File: src/pkg/aqs_map.svh
`ifndef AQS_MAP_SVH
`define AQS_MAP_SVH

// ----------------------------------------------------------------
// Register map
// ----------------------------------------------------------------
`define AQS_ADDR_W        24
`define AQS_TABLE_BASE    24'h004a00
`define AQS_TABLE_SHIFT   7
`define AQS_STATUS_ADDR   24'h304812
`define AQS_STATUS_RESET  16'h3f3f
`define AQS_Q1PTR_LSB     8
`define AQS_Q2PTR_LSB     0

// ----------------------------------------------------------------
// Queue layout and timing
// ----------------------------------------------------------------
`define AQS_PTR_RESET     6'h3f
`define AQS_END_CHAN      6'h3f
`define AQS_LAST_ENTRY    6'h3f
`define AQS_Q1_START      7'h00
`define AQS_TABLE_DEPTH   64
`define AQS_SAMPLE_MIN    5'h02

`endif

File: src/pkg/aqs_pkg.sv
package aqs_pkg;

    // Low ten bits of a table word, upper six are not stored
    typedef struct packed {
        logic       pause;
        logic       amp_skip;
        logic [1:0] sample_window_code;
        logic [5:0] channel;
    } aqs_cmd_t;

    typedef struct packed {
        logic [5:0] channel;
        logic       amp_skip;
        logic [1:0] sample_window_code;
        logic [5:0] index;
    } aqs_conv_t;

    typedef enum logic [2:0] {
        MODE_OFF        = 3'h0,
        MODE_SW_SINGLE  = 3'h1,
        MODE_EXT_SINGLE = 3'h2,
        MODE_TMR_SINGLE = 3'h3,
        MODE_SW_CONT    = 3'h4,
        MODE_EXT_CONT   = 3'h5,
        MODE_TMR_CONT   = 3'h6,
        MODE_GATE_CONT  = 3'h7
    } aqs_mode_t;

    typedef enum logic [3:0] {
        ST_IDLE    = 4'h1,
        ST_FETCH   = 4'h2,
        ST_SAMPLE  = 4'h4,
        ST_RESOLVE = 4'h8
    } aqs_state_t;

endpackage : aqs_pkg

File: src/rtl/aqs_cmd_table.sv
`timescale 1ns/1ps

module aqs_cmd_table #(
    parameter int DEPTH = 64
) (
    input  wire logic             clock,
    input  wire logic             wr_en,
    input  wire logic [5:0]       wr_index,
    input  wire aqs_pkg::aqs_cmd_t wr_data,
    input  wire logic [5:0]       bus_index,
    output aqs_pkg::aqs_cmd_t     bus_data,
    input  wire logic [5:0]       seq_index,
    output aqs_pkg::aqs_cmd_t     seq_data
);
    import aqs_pkg::*;

    // Only software writes; the sequencer has a read port only
    aqs_cmd_t words [DEPTH];

    always_ff @(posedge clock) begin
        if (wr_en) begin
            words[wr_index] <= wr_data;
        end
    end

    assign bus_data = words[bus_index];
    assign seq_data = words[seq_index];

endmodule : aqs_cmd_table

File: src/rtl/aqs_sample_timer.sv
`timescale 1ns/1ps
`include "aqs_map.svh"

module aqs_sample_timer #(
    parameter int CNT_W = 5
) (
    input  wire logic       clock,
    input  wire logic       reset,
    input  wire logic       start,
    input  wire logic       abort,
    input  wire logic [1:0] code,
    input  wire logic       conv_tick,
    output logic            done
);
    import aqs_pkg::*;

    logic             running;
    logic [CNT_W-1:0] count;
    logic [CNT_W-1:0] target;
    logic [CNT_W-1:0] next_count;

    assign next_count = count + 1'b1;

    // Counts conversion ticks: 2 << code gives 2, 4, 8 or 16
    always_ff @(posedge clock) begin
        if (reset || abort) begin
            running <= 1'b0;
            count   <= '0;
            target  <= '0;
            done    <= 1'b0;
        end else if (start) begin
            running <= 1'b1;
            count   <= '0;
            target  <= CNT_W'(`AQS_SAMPLE_MIN << code);
            done    <= 1'b0;
        end else begin
            done <= running && conv_tick && next_count == target;
            if (running && conv_tick) begin
                count   <= next_count;
                running <= next_count != target;
            end
        end
    end

endmodule : aqs_sample_timer

File: src/rtl/aqs_sequencer.sv
`timescale 1ns/1ps
`include "aqs_map.svh"

// ----------------------------------------------------------------
// ----------------------------------------------------------------

module aqs_sequencer (
    input  wire logic                     clock,
    input  wire logic                     reset,
    input  wire logic [`AQS_ADDR_W-1:0]   reg_addr,
    input  wire logic                     reg_wr,
    input  wire logic                     reg_rd,
    input  wire logic [15:0]              reg_wdata,
    output logic      [15:0]              reg_rdata,
    input  wire aqs_pkg::aqs_mode_t       q1_mode,
    input  wire aqs_pkg::aqs_mode_t       q2_mode,
    input  wire logic [6:0]               second_queue_start,
    input  wire logic                     resume_at_abort,
    input  wire logic                     q1_single_go,
    input  wire logic                     q2_single_go,
    input  wire logic                     timer_expire,
    input  wire logic                     ext_trig1,
    input  wire logic                     ext_trig2,
    input  wire logic                     ext_gate,
    input  wire logic                     stop_mode,
    input  wire logic                     freeze_en,
    input  wire logic                     debug_halt,
    input  wire logic                     conv_tick,
    input  wire logic                     conv_done,
    input  wire logic [1:0]               complete_clear,
    input  wire logic [1:0]               pause_clear,
    output aqs_pkg::aqs_conv_t            conv_req,
    output logic                          conv_start,
    output logic                          sample_end,
    output logic                          conv_abort,
    output logic                          result_we,
    output logic      [5:0]               result_index,
    output logic      [5:0]               current_cmd_index,
    output logic      [3:0]               queue_status,
    output logic      [1:0]               complete_flag,
    output logic      [1:0]               pause_flag
);
    import aqs_pkg::*;

    // ----------------------------------------------------------------
    // Decoding helpers
    // ----------------------------------------------------------------
    function automatic logic is_table(input logic [`AQS_ADDR_W-1:0] addr);
        is_table = (addr >> `AQS_TABLE_SHIFT) == (`AQS_TABLE_BASE >> `AQS_TABLE_SHIFT)
                   && !addr[0];
    endfunction : is_table

    function automatic logic trig_fn(input aqs_mode_t m, input logic armed_in,
                                     input logic go, input logic rise,
                                     input logic tmr, input logic gate);
        unique case (m)
            MODE_OFF:        trig_fn = 1'b0;
            MODE_SW_SINGLE:  trig_fn = go;
            MODE_EXT_SINGLE: trig_fn = armed_in && rise;
            MODE_TMR_SINGLE: trig_fn = armed_in && tmr;
            MODE_SW_CONT:    trig_fn = 1'b1;
            MODE_EXT_CONT:   trig_fn = rise;
            MODE_TMR_CONT:   trig_fn = tmr;
            MODE_GATE_CONT:  trig_fn = gate;
        endcase
    endfunction : trig_fn

    function automatic logic [6:0] q_start(input logic q, input logic [6:0] bq2);
        q_start = q ? bq2 : `AQS_Q1_START;
    endfunction : q_start

    // ----------------------------------------------------------------
    // Declarations
    // ----------------------------------------------------------------
    aqs_state_t     state;
    aqs_cmd_t       cur_cmd;
    aqs_cmd_t       fetch_cmd;
    aqs_cmd_t       bus_cmd;
    aqs_mode_t      mode      [2];
    aqs_mode_t      prev_mode [2];
    logic           run_q;
    logic [6:0]     cur_pos;
    logic [6:0]     next_idx  [2];
    logic [6:0]     q2_sub_start;
    logic [5:0]     last_idx  [2];
    logic [1:0]     active;
    logic [1:0]     paused;
    logic [1:0]     armed;
    logic [1:0]     trig;
    logic [1:0]     mode_chg;
    logic [1:0]     ext_in;
    logic [1:0]     ext_prev;
    logic [1:0]     go;
    logic [1:0]     q_end_set;
    logic           q2_susp;
    logic           busy;
    logic           freeze_hold;
    logic           preempt;
    logic           abort_run;
    logic           fetch_end;
    logic           conv_fin;
    logic           fin_last;
    logic           fin_pause;
    logic           q_end;
    logic           sample_done;
    logic           table_we;
    logic [6:0]     pos_inc;

    assign mode[0]  = q1_mode;
    assign mode[1]  = q2_mode;
    assign ext_in   = {ext_trig2, ext_trig1};
    assign go       = {q2_single_go, q1_single_go};
    assign busy     = state != ST_IDLE;
    assign pos_inc  = cur_pos + 7'h01;
    assign freeze_hold = freeze_en && debug_halt;

    // ----------------------------------------------------------------
    // Command table and sample timing
    // ----------------------------------------------------------------
    assign table_we = reg_wr && is_table(reg_addr);

    aqs_cmd_table #(
        .DEPTH (`AQS_TABLE_DEPTH)
    ) u_table (
        .clock     (clock),
        .wr_en     (table_we),
        .wr_index  (reg_addr[6:1]),
        .wr_data   (reg_wdata[9:0]),
        .bus_index (reg_addr[6:1]),
        .bus_data  (bus_cmd),
        .seq_index (cur_pos[5:0]),
        .seq_data  (fetch_cmd)
    );

    aqs_sample_timer #(
        .CNT_W (5)
    ) u_timer (
        .clock     (clock),
        .reset     (reset),
        .start     (conv_start),
        .abort     (conv_abort),
        .code      (cur_cmd.sample_window_code),
        .conv_tick (conv_tick),
        .done      (sample_done)
    );

    // ----------------------------------------------------------------
    // Trigger sources
    // ----------------------------------------------------------------
    for (genvar q = 0; q < 2; q++) begin : g_trig
        assign mode_chg[q] = mode[q] != prev_mode[q];
        // Gate only feeds queue 1
        assign trig[q] = trig_fn(mode[q], armed[q], go[q], ext_in[q] && !ext_prev[q],
                                 timer_expire, (q == 0) && ext_gate);
        assign q_end_set[q] = q_end && (run_q == 1'(q));
    end

    always_ff @(posedge clock) begin
        for (int q = 0; q < 2; q++) begin
            if (reset || stop_mode) begin
                prev_mode[q] <= MODE_OFF;
                ext_prev[q]  <= 1'b0;
                armed[q]     <= 1'b0;
            end else begin
                prev_mode[q] <= mode[q];
                ext_prev[q]  <= ext_in[q];
                if (mode_chg[q] || (q_end_set[q] && !mode[q][2])) begin
                    armed[q] <= 1'b0;
                end else if (go[q]) begin
                    armed[q] <= 1'b1;
                end
            end
        end
    end

    // ----------------------------------------------------------------
    // Sequencing events
    // ----------------------------------------------------------------
    assign preempt   = busy && run_q && active[0];
    assign abort_run = busy && (stop_mode || mode_chg[run_q] || preempt);
    // Queue 2 start at 64 or more leaves queue 1 the whole table
    assign fetch_end = state == ST_FETCH && !abort_run
                       && (cur_pos[6] || fetch_cmd.channel == `AQS_END_CHAN
                           || (!run_q && cur_pos == second_queue_start));
    assign conv_fin  = state == ST_RESOLVE && conv_done && !abort_run;
    assign fin_last  = conv_fin && cur_pos[5:0] == `AQS_LAST_ENTRY;
    assign fin_pause = conv_fin && !fin_last && cur_cmd.pause;
    assign q_end     = fetch_end || fin_last;

    // ----------------------------------------------------------------
    // Conversion state machine
    // ----------------------------------------------------------------
    always_ff @(posedge clock) begin
        if (reset || stop_mode) begin
            state   <= ST_IDLE;
            run_q   <= 1'b0;
            cur_pos <= {1'b0, `AQS_PTR_RESET};
            cur_cmd <= '0;
        end else if (abort_run) begin
            state <= ST_IDLE;
        end else begin
            unique case (state)
                ST_IDLE: begin
                    // Holding here under freeze keeps the next entry untouched
                    if (!freeze_hold && active != 2'b00) begin
                        run_q   <= !active[0];  // Queue 1 has priority
                        cur_pos <= active[0] ? next_idx[0] : next_idx[1];
                        state   <= ST_FETCH;
                    end
                end
                ST_FETCH: begin
                    // On a queue 2 start hit cur_pos stays there
                    if (fetch_end) begin
                        state <= ST_IDLE;
                    end else begin
                        cur_cmd <= fetch_cmd;
                        state   <= ST_SAMPLE;
                    end
                end
                ST_SAMPLE: begin
                    if (sample_done) begin
                        state <= ST_RESOLVE;
                    end
                end
                ST_RESOLVE: begin
                    if (conv_done) begin
                        state <= ST_IDLE;
                    end
                end
            endcase
        end
    end

    // ----------------------------------------------------------------
    // Queue bookkeeping
    // ----------------------------------------------------------------
    always_ff @(posedge clock) begin
        if (reset || stop_mode) begin
            active       <= 2'b00;
            paused       <= 2'b00;
            q2_susp      <= 1'b0;
            next_idx[0]  <= `AQS_Q1_START;
            next_idx[1]  <= second_queue_start;
            q2_sub_start <= second_queue_start;
        end else begin
            if (state == ST_IDLE && !freeze_hold && !active[0] && active[1]) begin
                q2_susp <= 1'b0;
            end
            if (preempt) begin
                q2_susp     <= 1'b1;
                next_idx[1] <= resume_at_abort ? cur_pos : q2_sub_start;
            end
            if (q_end) begin
                active[run_q]   <= 1'b0;
                next_idx[run_q] <= q_start(run_q, second_queue_start);
                if (run_q) begin
                    q2_sub_start <= second_queue_start;
                end
            end else if (fin_pause) begin
                active[run_q]   <= 1'b0;
                paused[run_q]   <= 1'b1;
                next_idx[run_q] <= pos_inc;
                if (run_q) begin
                    q2_sub_start <= pos_inc;
                end
            end else if (conv_fin) begin
                next_idx[run_q] <= pos_inc;
            end
            for (int q = 0; q < 2; q++) begin
                if (mode_chg[q]) begin
                    active[q]   <= 1'b0;
                    paused[q]   <= 1'b0;
                    next_idx[q] <= q_start(q[0], second_queue_start);
                    if (q == 1) begin
                        q2_susp      <= 1'b0;
                        q2_sub_start <= second_queue_start;
                    end
                end else if (trig[q] && !active[q] && !q_end_set[q]) begin
                    active[q] <= 1'b1;
                    paused[q] <= 1'b0;
                end
            end
        end
    end

    // ----------------------------------------------------------------
    // Last-entry pointers and flags
    // ----------------------------------------------------------------
    always_ff @(posedge clock) begin
        if (reset || stop_mode) begin
            last_idx[0] <= `AQS_PTR_RESET;
            last_idx[1] <= `AQS_PTR_RESET;
        end else if (conv_fin) begin
            // Freeze never touches these; only a finished result, reset or stop changes them
            last_idx[run_q] <= cur_pos[5:0];
        end
    end

    always_ff @(posedge clock) begin
        if (reset || stop_mode) begin
            complete_flag <= 2'b00;
            pause_flag    <= 2'b00;
        end else begin
            // A set in the clearing cycle wins
            complete_flag <= (complete_flag & ~complete_clear) | q_end_set;
            pause_flag    <= (pause_flag & ~pause_clear)
                             | ({run_q, !run_q} & {2{fin_pause}});
        end
    end

    // ----------------------------------------------------------------
    // Analog core strobes
    // ----------------------------------------------------------------
    always_ff @(posedge clock) begin
        if (reset) begin
            conv_start   <= 1'b0;
            sample_end   <= 1'b0;
            conv_abort   <= 1'b0;
            result_we    <= 1'b0;
            result_index <= '0;
            conv_req     <= '0;
        end else begin
            // Stop aborts too; disabling never powers the converter down
            conv_abort   <= abort_run;
            conv_start   <= state == ST_FETCH && !fetch_end && !abort_run;
            sample_end   <= state == ST_SAMPLE && sample_done && !abort_run;
            result_we    <= conv_fin;
            result_index <= cur_pos[5:0];
            if (state == ST_FETCH) begin
                conv_req <= '{channel:            fetch_cmd.channel,
                              amp_skip:           fetch_cmd.amp_skip,
                              sample_window_code: fetch_cmd.sample_window_code,
                              index:              cur_pos[5:0]};
            end
        end
    end

    // ----------------------------------------------------------------
    // Status and register reads
    // ----------------------------------------------------------------
    always_ff @(posedge clock) begin
        if (reset) begin
            current_cmd_index <= `AQS_PTR_RESET;
            queue_status      <= 4'h0;
        end else begin
            current_cmd_index <= cur_pos[5:0];
            queue_status[3:2] <= active[0] ? 2'h2 : (paused[0] ? 2'h1 : 2'h0);
            queue_status[1:0] <= paused[1] ? 2'h1 :
                                 !active[1] ? 2'h0 :
                                 (q2_susp || (busy && run_q)) ? 2'h2 : 2'h3;
        end
    end

    always_ff @(posedge clock) begin
        if (reset) begin
            reg_rdata <= 16'h0000;
        end else if (reg_rd) begin
            if (is_table(reg_addr)) begin
                reg_rdata <= {6'h00, bus_cmd};
            end else if (reg_addr == `AQS_STATUS_ADDR) begin
                // Writes to this address are simply not decoded
                reg_rdata <= (16'(last_idx[0]) << `AQS_Q1PTR_LSB)
                             | (16'(last_idx[1]) << `AQS_Q2PTR_LSB);
            end else begin
                reg_rdata <= 16'h0000;
            end
        end
    end

endmodule : aqs_sequencer

File: config.mk
export PLATFORM = sky130hd
export DESIGN_NAME = aqs_sequencer
export DESIGN_NICKNAME = d
export VERILOG_FILES = /design/src/pkg/aqs_pkg.sv /design/src/rtl/aqs_cmd_table.sv /design/src/rtl/aqs_sample_timer.sv /design/src/rtl/aqs_sequencer.sv
export VERILOG_INCLUDE_DIRS = /design/src /design/src/pkg
export SDC_FILE = /design/constraint.sdc
export NUM_CORES = 1
export LEC_CHECK = 0
export BUFFER_PORTS_ARGS = -buffer_cell sky130_fd_sc_hd__buf_2
export CAP_MARGIN = 20
export CORE_MARGIN = 4
export CORE_UTILIZATION = 55
export DETAILED_ROUTE_END_ITERATION = 10
export PLACE_DENSITY = 0.72
export SETUP_SLACK_MARGIN = 0.1
export SLEW_MARGIN = 10
export SYNTH_ARGS = -nofsm -noshare
export SYNTH_HDL_FRONTEND = slang
export SYNTH_HIERARCHICAL = 1
export SYNTH_SLANG_ARGS = --single-unit
export TNS_END_PERCENT = 50
File: constraint.sdc
create_clock -name clock -period 3.3 [get_ports clock]
set_input_delay 0.165 -clock clock [delete_from_list [all_inputs] [get_ports clock]]
set_output_delay 0.165 -clock clock [all_outputs]
set_load 0.01 [all_outputs]
## Yosys cells after proc, flatten, opt, wreduce, memory -nomap -nowiden

Memory sizes are Yosys's and may differ from the RTL's. A register that Yosys moved wholly into a read port is not among the register bits.
Cells that the tools add are included.

| word-level totals | value |
|---|---|
| register bits after elaboration | 98 |
| memory bits (writable) | 672 |
| bits of input ports | 73 |
| output and inout port bits | 55 |
| logic and storage cells | 262 |
| memories kept | 4 |

Memories:

| name | words | width | read ports | clocked after memory_dff | write ports | line | RTL |
|---|---|---|---|---|---|---|---|
| u_table.words | 64 | 10 | 2 | 1 | 1 | aqs_cmd_table.sv:18 | `aqs_cmd_t words [DEPTH];` |
| next_idx | 2 | 7 | 2 | 0 | 3 | aqs_sequencer.sv:83 | `logic [6:0] next_idx [2];` |
| last_idx | 2 | 6 | 2 | 0 | 2 | aqs_sequencer.sv:85 | `logic [5:0] last_idx [2];` |
| prev_mode | 2 | 3 | 2 | 0 | 2 | aqs_sequencer.sv:80 | `aqs_mode_t prev_mode [2];` |

| cells by class | value |
|---|---|
| add/sub/neg operators | 2 |
| order comparisons | 2 |
| eq/ne operators | 33 |
| shift-type cells | 1 |
| multiplexer cells | 75 |
| bitwise gates (word level) | 23 |
| reductions and logical operators | 88 |

Operators with widths:

| kind | count |
|---|---|
| two-way mux 7 bit | 14 |
| two-way mux 1 bit | 43 |
| logical AND 1 bit | 39 |
| two-way mux 14 bit | 2 |
| == test 24 x 22 -> 1 bit (second input constant) | 1 |
| == test 3 bit (second input constant) | 8 |
| two-way mux 6 bit | 3 |
| == test 17 x 8 -> 1 bit (second input constant) | 1 |
| case mux 4 bit (4 select lines) | 1 |
| OR reduction 2 bit | 8 |
| zero test 1 bit | 14 |
| bitwise OR 14 x 6 -> 14 bit | 1 |
| == test 3 x 2 -> 1 bit (second input constant) | 4 |
| == test 6 bit (second input constant) | 2 |
| two-way mux 4 bit | 3 |
| AND reduction 3 bit | 4 |
| logical OR 1 bit | 10 |
| two-way mux 3 bit | 3 |
| OR reduction 3 bit | 3 |
| AND 2 bit | 4 |
| inequality test 4 x 3 -> 1 bit (second input constant) | 2 |
| case mux 1 bit (8 select lines) | 1 |
| adder 7 x 1 -> 7 bit (second input constant) | 1 |
| == test 7 bit | 1 |
| 28 further kinds | 51 |

## Logic depth before layout (Yosys ltp)

Gate-level depths: netlist of run 1.
An unclocked memory read counts as a cell.

| depth | value |
|---|---|
| depth after elaboration | 19 |
| mapped depth | 15 |
| gate-level depth less buffers | 10 |

## Modules after synthesis

Netlist of run 1, hierarchy kept.

Modules (own cells, without submodules):

| module | times used | cells each | area each (sq um) | sequential area each (sq um) |
|---|---|---|---|---|
| aqs_cmd_table | 1 | 1,479 | 29,952.5 | 19,218.4 |
| aqs_sequencer | 1 | 519 | 5,121.2 | 2,652.5 |
| aqs_sample_timer | 1 | 60 | 526.8 | 220.2 |

## Worst setup path after synthesis of run 1

Ideal clock, no wire load.

| timing path | value |
|---|---|
| kind | reg2reg |
| from | reg cur_pos[0] |
| to | mem next_idx[1][6] (data pin) |
| library setup time | 267 ps |
| arrival | 3,313 ps |
| setup slack | -280 ps |
| cell stages (with the launch flop) | 12 |
| buffers on the path | 2 |
| period minus slack after synthesis | 3,580 ps |
| path through | dfxtp_1 buf_6 buf_2 mux4_2 mux4_2 nor2_1 o21ai_0 nand4_1 o221ai_1 a2bb2oi_1 mux2i_1 o211ai_1 |

RTL lines:

| element | line | RTL |
|---|---|---|
| from (decl) | aqs_sequencer.sv:82 | `logic [6:0] cur_pos;` |
| from (signal assigned) | aqs_sequencer.sv:197 | `` cur_pos <= {1'b0, `AQS_PTR_RESET}; `` |
| from (signal assigned) | aqs_sequencer.sv:207 | `cur_pos <= active[0] ? next_idx[0] : next_idx[1];` |
| to (decl) | aqs_sequencer.sv:83 |  |

==> results.cfg, run 1 <==
[finish]
number_of_fill_cells = 4259
mostFrequentLayoutCell = sky130_fd_sc_hd__edfxtp_1
syn_to_final_growth_pct = 18.6
multi_input_area_mm2 = 0.0128
n_antenna_cell = 0
final_layout_size_suffix_gt1_share_pct = 36.8
final_core_util_pct = 65.8
nNetsFinal = 2482
leading_cell_types_in_the_layout_fill_and_taps_excluded = 673 x sky130_fd_sc_hd__edfxtp_1, 317 x sky130_fd_sc_hd__mux4_2, 224 x sky130_fd_sc_hd__buf_4
sequential_cell_area_mm2 = 0.0221

[floorplan]
ios = 128
fp.dieH_um = 262
rows = 93
die_width_um = 262
effective_utilization_at_floorplan_pct = 55.4
core_area_mm2 = 0.0642
fp.dieArea_mm2 = 0.0689

[run_status]
violations = negative setup slack
outcome = finished with violations

[logic_synthesis]
synth_area_per_cell_um2 = 17.3
synth_compound_area_share_pct = 4.84
synth_xor_area_share_pct = 0.615
ys_warn_count = 6
synth_simple_gate_area_share_pct = 6.10
ys_ff_latch = 767
postSynth.asyncResetShare_pct = 0
postSynth.topFlopCell = sky130_fd_sc_hd__edfxtp_1
post_synth_num_cell_types = 80
postSynthCellCount = 2058
synth.mux.area_fraction_pct = 23.7
synth.yosys.seq_area_share_pct = 62.1
synth_top_family_by_area = multiplexers
synth_enable_flop_cells = 673
post_synth_instance_area_mm2 = 0.0356
synth-adder-area-share_pct = 0.0703

[detailed_routing]
via_count = 22700
detail_route.drc_violations = 0
routedWlPerCell_um = 30.4
first_pass_detailed_route_iteration_total = 6
route.detailed.vias_per_inst = 6.83
drt_first_iter_violations = 3127
routed_wirelength_um = 101000
antenna_viol_nets_final = 0

[clock_network]
clock_insertion_delay_worst_skew_ns = 0.63
tritoncts_buffer_count = 79
clock_tree.buffer_depth = 3
clock_tree_from_tritoncts = yes
cts.reportedPaths.clkPinSlew_ns = 0.06
clock-sinks = 767
root_buffer = sky130_fd_sc_hd__clkbuf_16
htreeDepth = 3

[worst_setup_path]
cp.buffers_inverters = 3
worst_path_required_time_ns = 3.67
critical_path_peak_fanout = 16
worstSetupEndpointType = flop
critical-path-top-delay-family = compound AO/OA/AOI/OAI gates
critPathArrivalTime_ns = 3.96
crit_path_top_delay_cell = sky130_fd_sc_hd__mux4_2
cpPeakStageDelay_ns = 0.52
critical_path.cell_chain = buf_12, buf_12, mux4_2, mux2i_1, a211oi_2, o21ai_1, buf_4, nand2_1, nand4_1, o221ai_4, o2bb2ai_4, mux2i_4, a221o_1
critical_path.most_common_cell = sky130_fd_sc_hd__buf_12
reg2reg_slack_ns = -0.29
timing.setup.critical_path_class = reg -> reg
cp-start-kind = flop

[timing]
final_max_slew_viol_count = 0
setup_slack_ns = -0.289
post-route-min-period_ns = 3.59
finalSetupTns_ns = -7.98
hold_viol_final = 0
grt_setup_unrepaired = true
timing.clock.skew_ns = 0.0316
max_slew_margin_pct = 40.9
setup_viol = 51
tightest_slew_ns = 0.883
fmax_mhz = 279
timing.final.crit_share_pct = 109

[power_and_ir_drop]
power-per-cell-area_mw_per_mm2 = 500
leakage_power_nw = 14.6
p_total_mw = 21.1
power.ir.vdd_worst_uv = 330

[global_route]
grt_max_degree = 65
antenna_found_initial = 2
first_global_vias = 22800
global_route_wire_length_before_repair_um = 150000
grt_util_all_layers_pct = 29.0
grt_overflow_total = 0

[job]
maxCapViolations = 0

[min_path]
min_path_type = in -> reg

[placed_design]
io_buffer_count = 119
globalplace.congestion = 0.918
hpwlAfterDp_um = 65700
-- through the flow --
stage	cells	instance area, um2	worst slack (ns)	hold WS [ns]
after floorplan	2059	35700	0.0735	0.242
after global placement	3112	38400	-0.345	0.386
after detailed placement	3112	38400	-0.424	0.389
after CTS	3314	41900	-0.260	0.0105
after global routing	3328	42200	-0.361	0.0805
final	3328	42200	-0.289	0.0429
-- worst reg2reg max path: cells and delay by family, from the launching register on --
family / cells / cell delay, ns
AND/OR/NAND/NOR: 2 / 0.30
multiplexers: 3 / 1.08
flip-flops: 1 / 0.40
AO/OA/AOI/OAI: 5 / 1.07
buffers and inverters: 3 / 0.48
-- synthesized netlist by cell type, types with 24 or more instances --
cell	instances	area [um2]
sky130_fd_sc_hd__mux4_2	315	7090
sky130_fd_sc_hd__mux2i_1	53	531
sky130_fd_sc_hd__mux4_1	24	631
sky130_fd_sc_hd__nor2_1	169	634
sky130_fd_sc_hd__a21oi_1	55	275
sky130_fd_sc_hd__nor3_1	33	165
sky130_fd_sc_hd__buf_2	36	180
sky130_fd_sc_hd__clkbuf_1	63	236
sky130_fd_sc_hd__nand3_1	26	130
sky130_fd_sc_hd__dfxtp_1	94	1880
sky130_fd_sc_hd__o21ai_0	47	235
sky130_fd_sc_hd__edfxtp_1	673	20200
sky130_fd_sc_hd__o22ai_1	38	238
sky130_fd_sc_hd__nand2_1	80	300
-- kinds of logic after synthesis --
group	count (synthesis)
xor gates and xnor gates	25
muxes	406
adders and majority gates	2
DFF	767
buffers and inverters	162
AOI/OAI and AO/OA	249
and+or+nand+nor	446
other	1
-- sequential cells by signal (all words and copies together), names as in the netlist, 3 cells and up --
register	flops
conv_req	15
cur_cmd	3
cur_pos	7
current_cmd_index	6
last_idx	12
next_idx	14
prev_mode	6
q2_sub_start	7
queue_status	4
reg_rdata	14
result_index	6
state	4
u_table/words	640
u_timer/count	5
u_timer/target	4
-- routing by layer --
layer  vias to the layer above  share of wire, %  GRT usage, %
met5                         -                 0             0
met4                         0               3.9          10.7
met3                       235                11          6.86
met2                      1555                48          46.0
met1                     11700                37          39.9
li1                       9238                 -             -
-- layout make-up --
type | instances | share of cell area [%]
clock inverters | 43 | 1.09
multi-input cells | 1130 | 30.3
repair buffers | 417 | 8.22
clock buffers | 104 | 5.43
inverters | 12 | 0.107
flip-flops and latches | 767 | 52.3
well taps | 855 | 2.53
-- repair_timing --
action                                 CTS  global route
hold buffers                            28             5
pin swaps                               11            10
resized for setup                       30            29
cloned                                   4             0
setup endpoints to repair               56            56
buffers inserted                        23             2
endpoints found under the hold margin   35            74
-- report_power, final --
group	internal (mW)	switching [mW]
logic	0.474	0.660
registers	10.6	0.0162
clock network	5.62	3.77
-- final timing paths --
kind	from	end	depth (start not counted)
max reg2reg	cur_pos[1]	next_idx[1][2]	13
max	cur_pos[1]	next_idx[1][2]	13
min	reg_addr[20]	reg_rdata[6]	5
min reg2reg	conv_req[5]	conv_req[5]	2
No activity file was read; power rests on OpenSTA's default activity.
==> run 2, diff against run 1 <==
--- a/config.mk
+++ b/config.mk
@@ -7,11 +7,14 @@
 export NUM_CORES = 1
 export LEC_CHECK = 0
 export BUFFER_PORTS_ARGS = -buffer_cell sky130_fd_sc_hd__buf_2
-export CAP_MARGIN = 20
+export CAP_MARGIN = 40
+export CELL_PAD_IN_SITES_DETAIL_PLACEMENT = 2
+export CELL_PAD_IN_SITES_GLOBAL_PLACEMENT = 2
+export CORE_ASPECT_RATIO = 1.25
 export CORE_MARGIN = 4
-export CORE_UTILIZATION = 55
+export CORE_UTILIZATION = 43
 export DETAILED_ROUTE_END_ITERATION = 10
-export PLACE_DENSITY = 0.72
+export PLACE_DENSITY = 0.73
 export SETUP_SLACK_MARGIN = 0.1
 export SLEW_MARGIN = 10
 export SYNTH_ARGS = -nofsm -noshare
==> results.cfg, run 2 (same netlist as run 1, synthesis figures left out) <==
[placed_design]
hpwlAfterDp_um = 86300
io_buffer_count = 119
globalplace.congestion = 0.888

[timing]
max_slew_margin_pct = 42.2
hold_viol_final = 0
tightest_slew_ns = 0.865
grt_setup_unrepaired = true
fmax_mhz = 272
finalSetupTns_ns = -14.99
timing.clock.skew_ns = 0.0250
timing.final.crit_share_pct = 111
setup_viol = 56
post-route-min-period_ns = 3.67
setup_slack_ns = -0.374
final_max_slew_viol_count = 0

[global_route]
first_global_vias = 25300
grt_max_degree = 65
global_route_wire_length_before_repair_um = 183000
grt_overflow_total = 0
antenna_found_initial = 1
grt_util_all_layers_pct = 28.7

[worst_setup_path]
ff2ff_path_depth = 11
regToRegStartpoint = cur_pos[0]
critPathArrivalTime_ns = 4.07
worst_path_required_time_ns = 3.70
cp-start-kind = flop
crit_path_end = next_idx[1][4]
crit_path_start = cur_pos[0]
worstSetupEndpointType = flop
critical_path_peak_fanout = 7
timing.setup.critical_path_class = reg -> reg
reg2reg_slack_ns = -0.37
rr_endpoint = next_idx[1][4]

[detailed_routing]
routedWlPerCell_um = 35.1
antenna_viol_nets_final = 0
drt_first_iter_violations = 2787
detail_route.drc_violations = 0
via_count = 23400
routed_wirelength_um = 126000
route.detailed.vias_per_inst = 6.49
first_pass_detailed_route_iteration_total = 5

[power_and_ir_drop]
power.ir.vdd_worst_uv = 298
p_total_mw = 21.4
leakage_power_nw = 14.8
power-per-cell-area_mw_per_mm2 = 498

[finish]
final_layout_size_suffix_gt1_share_pct = 38.8
mostFrequentLayoutCell = sky130_fd_sc_hd__edfxtp_1
nNetsFinal = 2537
syn_to_final_growth_pct = 20.5
largest_register_ffs = 640
layout_top_registers = u_table/words: 640 flops, conv_req: 15 flops
max_flop_register = u_table/words
leading_cell_types_in_the_layout_fill_and_taps_excluded = 673 x sky130_fd_sc_hd__edfxtp_1, 315 x sky130_fd_sc_hd__mux4_2, 275 x sky130_fd_sc_hd__buf_4
n_antenna_cell = 0

[floorplan]
rows = 117
ios = 128
fp.dieArea_mm2 = 0.0875
core_area_mm2 = 0.0818
die_width_um = 265
fp.dieH_um = 330
effective_utilization_at_floorplan_pct = 43.5

[clock_network]
clock_insertion_delay_worst_skew_ns = 0.65
tritoncts_buffer_count = 80
root_buffer = sky130_fd_sc_hd__clkbuf_16
cts.reportedPaths.clkPinSlew_ns = 0.06
htreeDepth = 3
clock-sinks = 767
clock_tree_from_tritoncts = yes
clock_tree.buffer_depth = 3

[min_path]
min_path_type = in -> reg

[run_status]
outcome = finished with violations
violations = negative setup slack

[job]
maxCapViolations = 0
[run 2: layer usage]
metal,wire length (um),track usage (%),vias up
met4,6120,12.3,2
met1,47400,36.1,12500
met2,64200,49.9,1221
li1,-,-,9334
met3,8710,4.17,289
met5,13,0,-
[run 2: timing repair]
item / in CTS / in global routing
gates resized for setup: 45 / 41
pin swaps: 18 / 17
setup endpoints to repair: 56 / 57
setup buffers: 34 / 9
hold buffers: 32 / 1
hold endpoints to repair: 91 / 2
cloned: 1 / 1
[run 2: worst min path at each step]
stage / start / end / slack, ns / cells after the start
floorplan: reset / u_timer/target[1] / 0.24 / 1
global placement: ext_trig2 / ext_prev[1] / 0.39 / 2
detailed placement: ext_trig2 / ext_prev[1] / 0.39 / 2
CTS: reg_addr[20] / reg_rdata[7] / 0.001 / 5
global route: reg_addr[21] / reg_rdata[7] / 0.05 / 5
finish: reg_addr[20] / reg_rdata[7] / 0.04 / 5
[run 2: where the power goes]
group / switching, mW / internal [mW] / total (mW)
Combinational: 0.749 / 0.499 / 1.25
Clock: 3.98 / 5.56 / 9.54
Sequential: 0.0188 / 10.6 / 10.6
[run 2: per-stage QoR]
stage                     util, %  cell area [um2]  instances  hold WS (ns)  setup WS (ns)
after detailed placement     47.9            39200       3378         0.394         -0.726
after global routing         52.4            42900       3599        0.0496         -0.424
after global placement       47.7            39000       3371         0.385         -0.602
final                        52.4            42900       3599        0.0419         -0.374
after CTS                    52.2            42700       3593       0.00110         -0.334
after floorplan                 -            35700       2059         0.242         0.0735
[run 2: worst max-delay path: stages (launching register included)]
cell	delay [ns]
sky130_fd_sc_hd__dfxtp_4	0.44
sky130_fd_sc_hd__buf_4	0.15
sky130_fd_sc_hd__mux4_1	0.55
sky130_fd_sc_hd__mux4_2	0.54
sky130_fd_sc_hd__o2111ai_2	0.21
sky130_fd_sc_hd__buf_4	0.19
sky130_fd_sc_hd__o41ai_4	0.09
sky130_fd_sc_hd__nand4_1	0.26
sky130_fd_sc_hd__o221ai_4	0.21
sky130_fd_sc_hd__o2bb2ai_4	0.19
sky130_fd_sc_hd__mux2i_4	0.23
sky130_fd_sc_hd__a221o_1	0.34
[run 2: area by class of cell]
cell class	instances	area, um2
Clock buffer	100	2210
Clock inverter	48	522
Fill cell	7201	38900
Inverter	12	45.0
Multi-Input combinational cell	1130	12900
Sequential cell	767	22100
Tap cell	1071	1340
Timing Repair Buffer	471	3780
==> run 3, diff against run 2 <==
--- a/config.mk
+++ b/config.mk
@@ -11,10 +11,11 @@
 export CELL_PAD_IN_SITES_DETAIL_PLACEMENT = 2
 export CELL_PAD_IN_SITES_GLOBAL_PLACEMENT = 2
 export CORE_ASPECT_RATIO = 1.25
-export CORE_MARGIN = 4
-export CORE_UTILIZATION = 43
+export CORE_MARGIN = 2
+export CORE_UTILIZATION = 44
+export CTS_BUF_LIST = sky130_fd_sc_hd__clkbuf_4
 export DETAILED_ROUTE_END_ITERATION = 10
-export PLACE_DENSITY = 0.73
+export PLACE_DENSITY = 0.75
 export SETUP_SLACK_MARGIN = 0.1
 export SLEW_MARGIN = 10
 export SYNTH_ARGS = -nofsm -noshare
==> results.cfg, run 3 (same netlist as run 1, synthesis figures left out) <==
[worst_setup_path]
critical_path.most_common_cell = sky130_fd_sc_hd__buf_4
cpPeakStageDelay_ns = 0.52
critical_path.cell_chain = buf_4, buf_4, inv_1, nor3b_1, o21ai_0, o211ai_1, nand2_1, nand4_1, o221ai_4, o2bb2ai_4, mux2i_4, a221o_1
critical_path_peak_fanout = 13
critPathArrivalTime_ns = 4.66
timing.setup.critical_path_class = reg -> reg
worst_path_required_time_ns = 4.13
cp-start-kind = flop
worstSetupEndpointType = flop
crit_path_top_delay_cell = sky130_fd_sc_hd__dfxtp_4

[global_route]
grt_util_all_layers_pct = 32.6
grt_max_degree = 49
antenna_found_initial = 3
global_route_wire_length_before_repair_um = 194000
grt_overflow_total = 0
first_global_vias = 27200

[floorplan]
core_area_mm2 = 0.0801
fp.dieArea_mm2 = 0.0832
ios = 128
die_width_um = 258
rows = 116
fp.dieH_um = 322
effective_utilization_at_floorplan_pct = 44.4

[finish]
final_layout_size_suffix_gt1_share_pct = 39.9
largest_register_ffs = 640
number_of_fill_cells = 7128
max_flop_register = u_table/words
syn_to_final_growth_pct = 20.3
mostFrequentLayoutCell = sky130_fd_sc_hd__edfxtp_1
nNetsFinal = 2672
final_area_mm2 = 0.0428
final_core_util_pct = 53.5
leading_cell_types_in_the_layout_fill_and_taps_excluded = 673 x sky130_fd_sc_hd__edfxtp_1, 315 x sky130_fd_sc_hd__mux4_2, 279 x sky130_fd_sc_hd__clkbuf_4
layout_top_registers = u_table/words: 640 flops, conv_req: 15 flops

[job]
maxCapViolations = 0

[clock_network]
htreeDepth = 4
clock_tree_from_tritoncts = yes
tritoncts_buffer_count = 193
root_buffer = sky130_fd_sc_hd__clkbuf_4
cts.reportedPaths.clkPinSlew_ns = 0.08
clock-sinks = 767
clock_tree.buffer_depth = 3
clock_insertion_delay_worst_skew_ns = 1.13

[power_and_ir_drop]
power-per-cell-area_mw_per_mm2 = 472
p_total_mw = 20.2
power.ir.vdd_worst_uv = 267
leakage_power_nw = 15.0

[placed_design]
post_dp_cell_area_mm2 = 0.0391
hpwlAfterDp_um = 85900
globalplace.congestion = 0.876
io_buffer_count = 119

[timing]
fmax_mhz = 261
setup_slack_ns = -0.534
tightest_slew_ns = 0.878
final_max_slew_viol_count = 0
timing.final.crit_share_pct = 116
grt_setup_unrepaired = true
post-route-min-period_ns = 3.83
hold_viol_final = 0
setup_viol = 56
max_slew_margin_pct = 41.5
final.hold.worst_slack_ns = 0.0466
timing.clock.skew_ns = 0.0673
finalSetupTns_ns = -22.11

[run_status]
outcome = finished with violations
violations = negative setup slack

[detailed_routing]
via_count = 25000
antenna_viol_nets_final = 0
first_pass_detailed_route_iteration_total = 5
detail_route.drc_violations = 0
drt_first_iter_violations = 2801
routedWlPerCell_um = 35.4
route.detailed.vias_per_inst = 6.54
routed_wirelength_um = 135000

[min_path]
min_path_type = in -> reg
==> run 3: changes by cell type in the layout (fill, tap and decap cells not counted), moves of 6 or more <==
cell,delta
sky130_fd_sc_hd__clkbuf_1,-10
sky130_fd_sc_hd__dlygate4sd3_1,+57
sky130_fd_sc_hd__bufinv_16,-8
sky130_fd_sc_hd__clkbuf_16,-84
sky130_fd_sc_hd__clkbuf_4,+277
sky130_fd_sc_hd__buf_4,-31
sky130_fd_sc_hd__o21ai_1,+6
sky130_fd_sc_hd__clkinv_2,-7
sky130_fd_sc_hd__clkinv_1,+47
sky130_fd_sc_hd__mux2i_1,-6
==> run 3: worst max-delay path, delay by kind of cell, from the launching register on <==
family | cells | cell delay, ns
AO/OA/AOI/OAI | 5 | 1.15
buffers and inverters | 3 | 0.78
flip-flops | 1 | 0.52
multiplexers | 1 | 0.23
AND/OR/NAND/NOR | 3 | 0.84
==> run 3: layer usage <==
layer	track usage, %	up-vias	share of wire [%]
li1	-	9738	-
met1	39.1	13300	36
met2	56.5	1602	52
met3	6.01	364	7.8
met4	16.2	0	4.8
met5	0	-	0
==> run 3: layout make-up <==
class	instances	area, um2	area share, %
Multi-Input combinational cell	1130	12800	29.9
Sequential cell	767	22100	51.6
Clock inverter	74	354	0.827
Antenna cell	2	5.00	0.0117
Inverter	12	45.0	0.105
Timing Repair Buffer	493	4100	9.58
Tap cell	1062	1330	3.10
Clock buffer	279	2090	4.89
==> run 3: final timing paths <==
kind | from | to | slack, ns | cells after the start
setup / recovery | cur_pos[4] | next_idx[1][2] | -0.53 | 12
hold / removal | reg_wdata[6] | u_table/words[17][6] | 0.05 | 3
setup reg to reg | cur_pos[4] | next_idx[1][2] | -0.53 | 12
hold reg to reg | conv_req[13] | conv_req[13] | 0.46 | 2
==> run 3: timing repair <==
item,in CTS,in global routing
endpoints found under the hold margin,783,0
setup buffers,10,2
pin swaps,7,8
cloned,1,0
resized for setup,31,30
hold buffers,90,0
setup endpoints to repair,58,62
==> run 3: where the power goes <==
group | internal (mW) | switching, mW | total [mW]
clock network | 4.05 | 4.27 | 8.32
logic | 0.530 | 0.778 | 1.31
registers | 10.6 | 0.0169 | 10.6
total | 15.1 | 5.06 | 20.2
==> run 3: through the flow <==
step / instances / worst slack (ns)
detailed placement: 3360 / -0.570
CTS: 3814 / -0.386
global placement: 3353 / -0.377
floorplan: 2059 / 0.0735
global route: 3819 / -0.591
finish: 3819 / -0.534
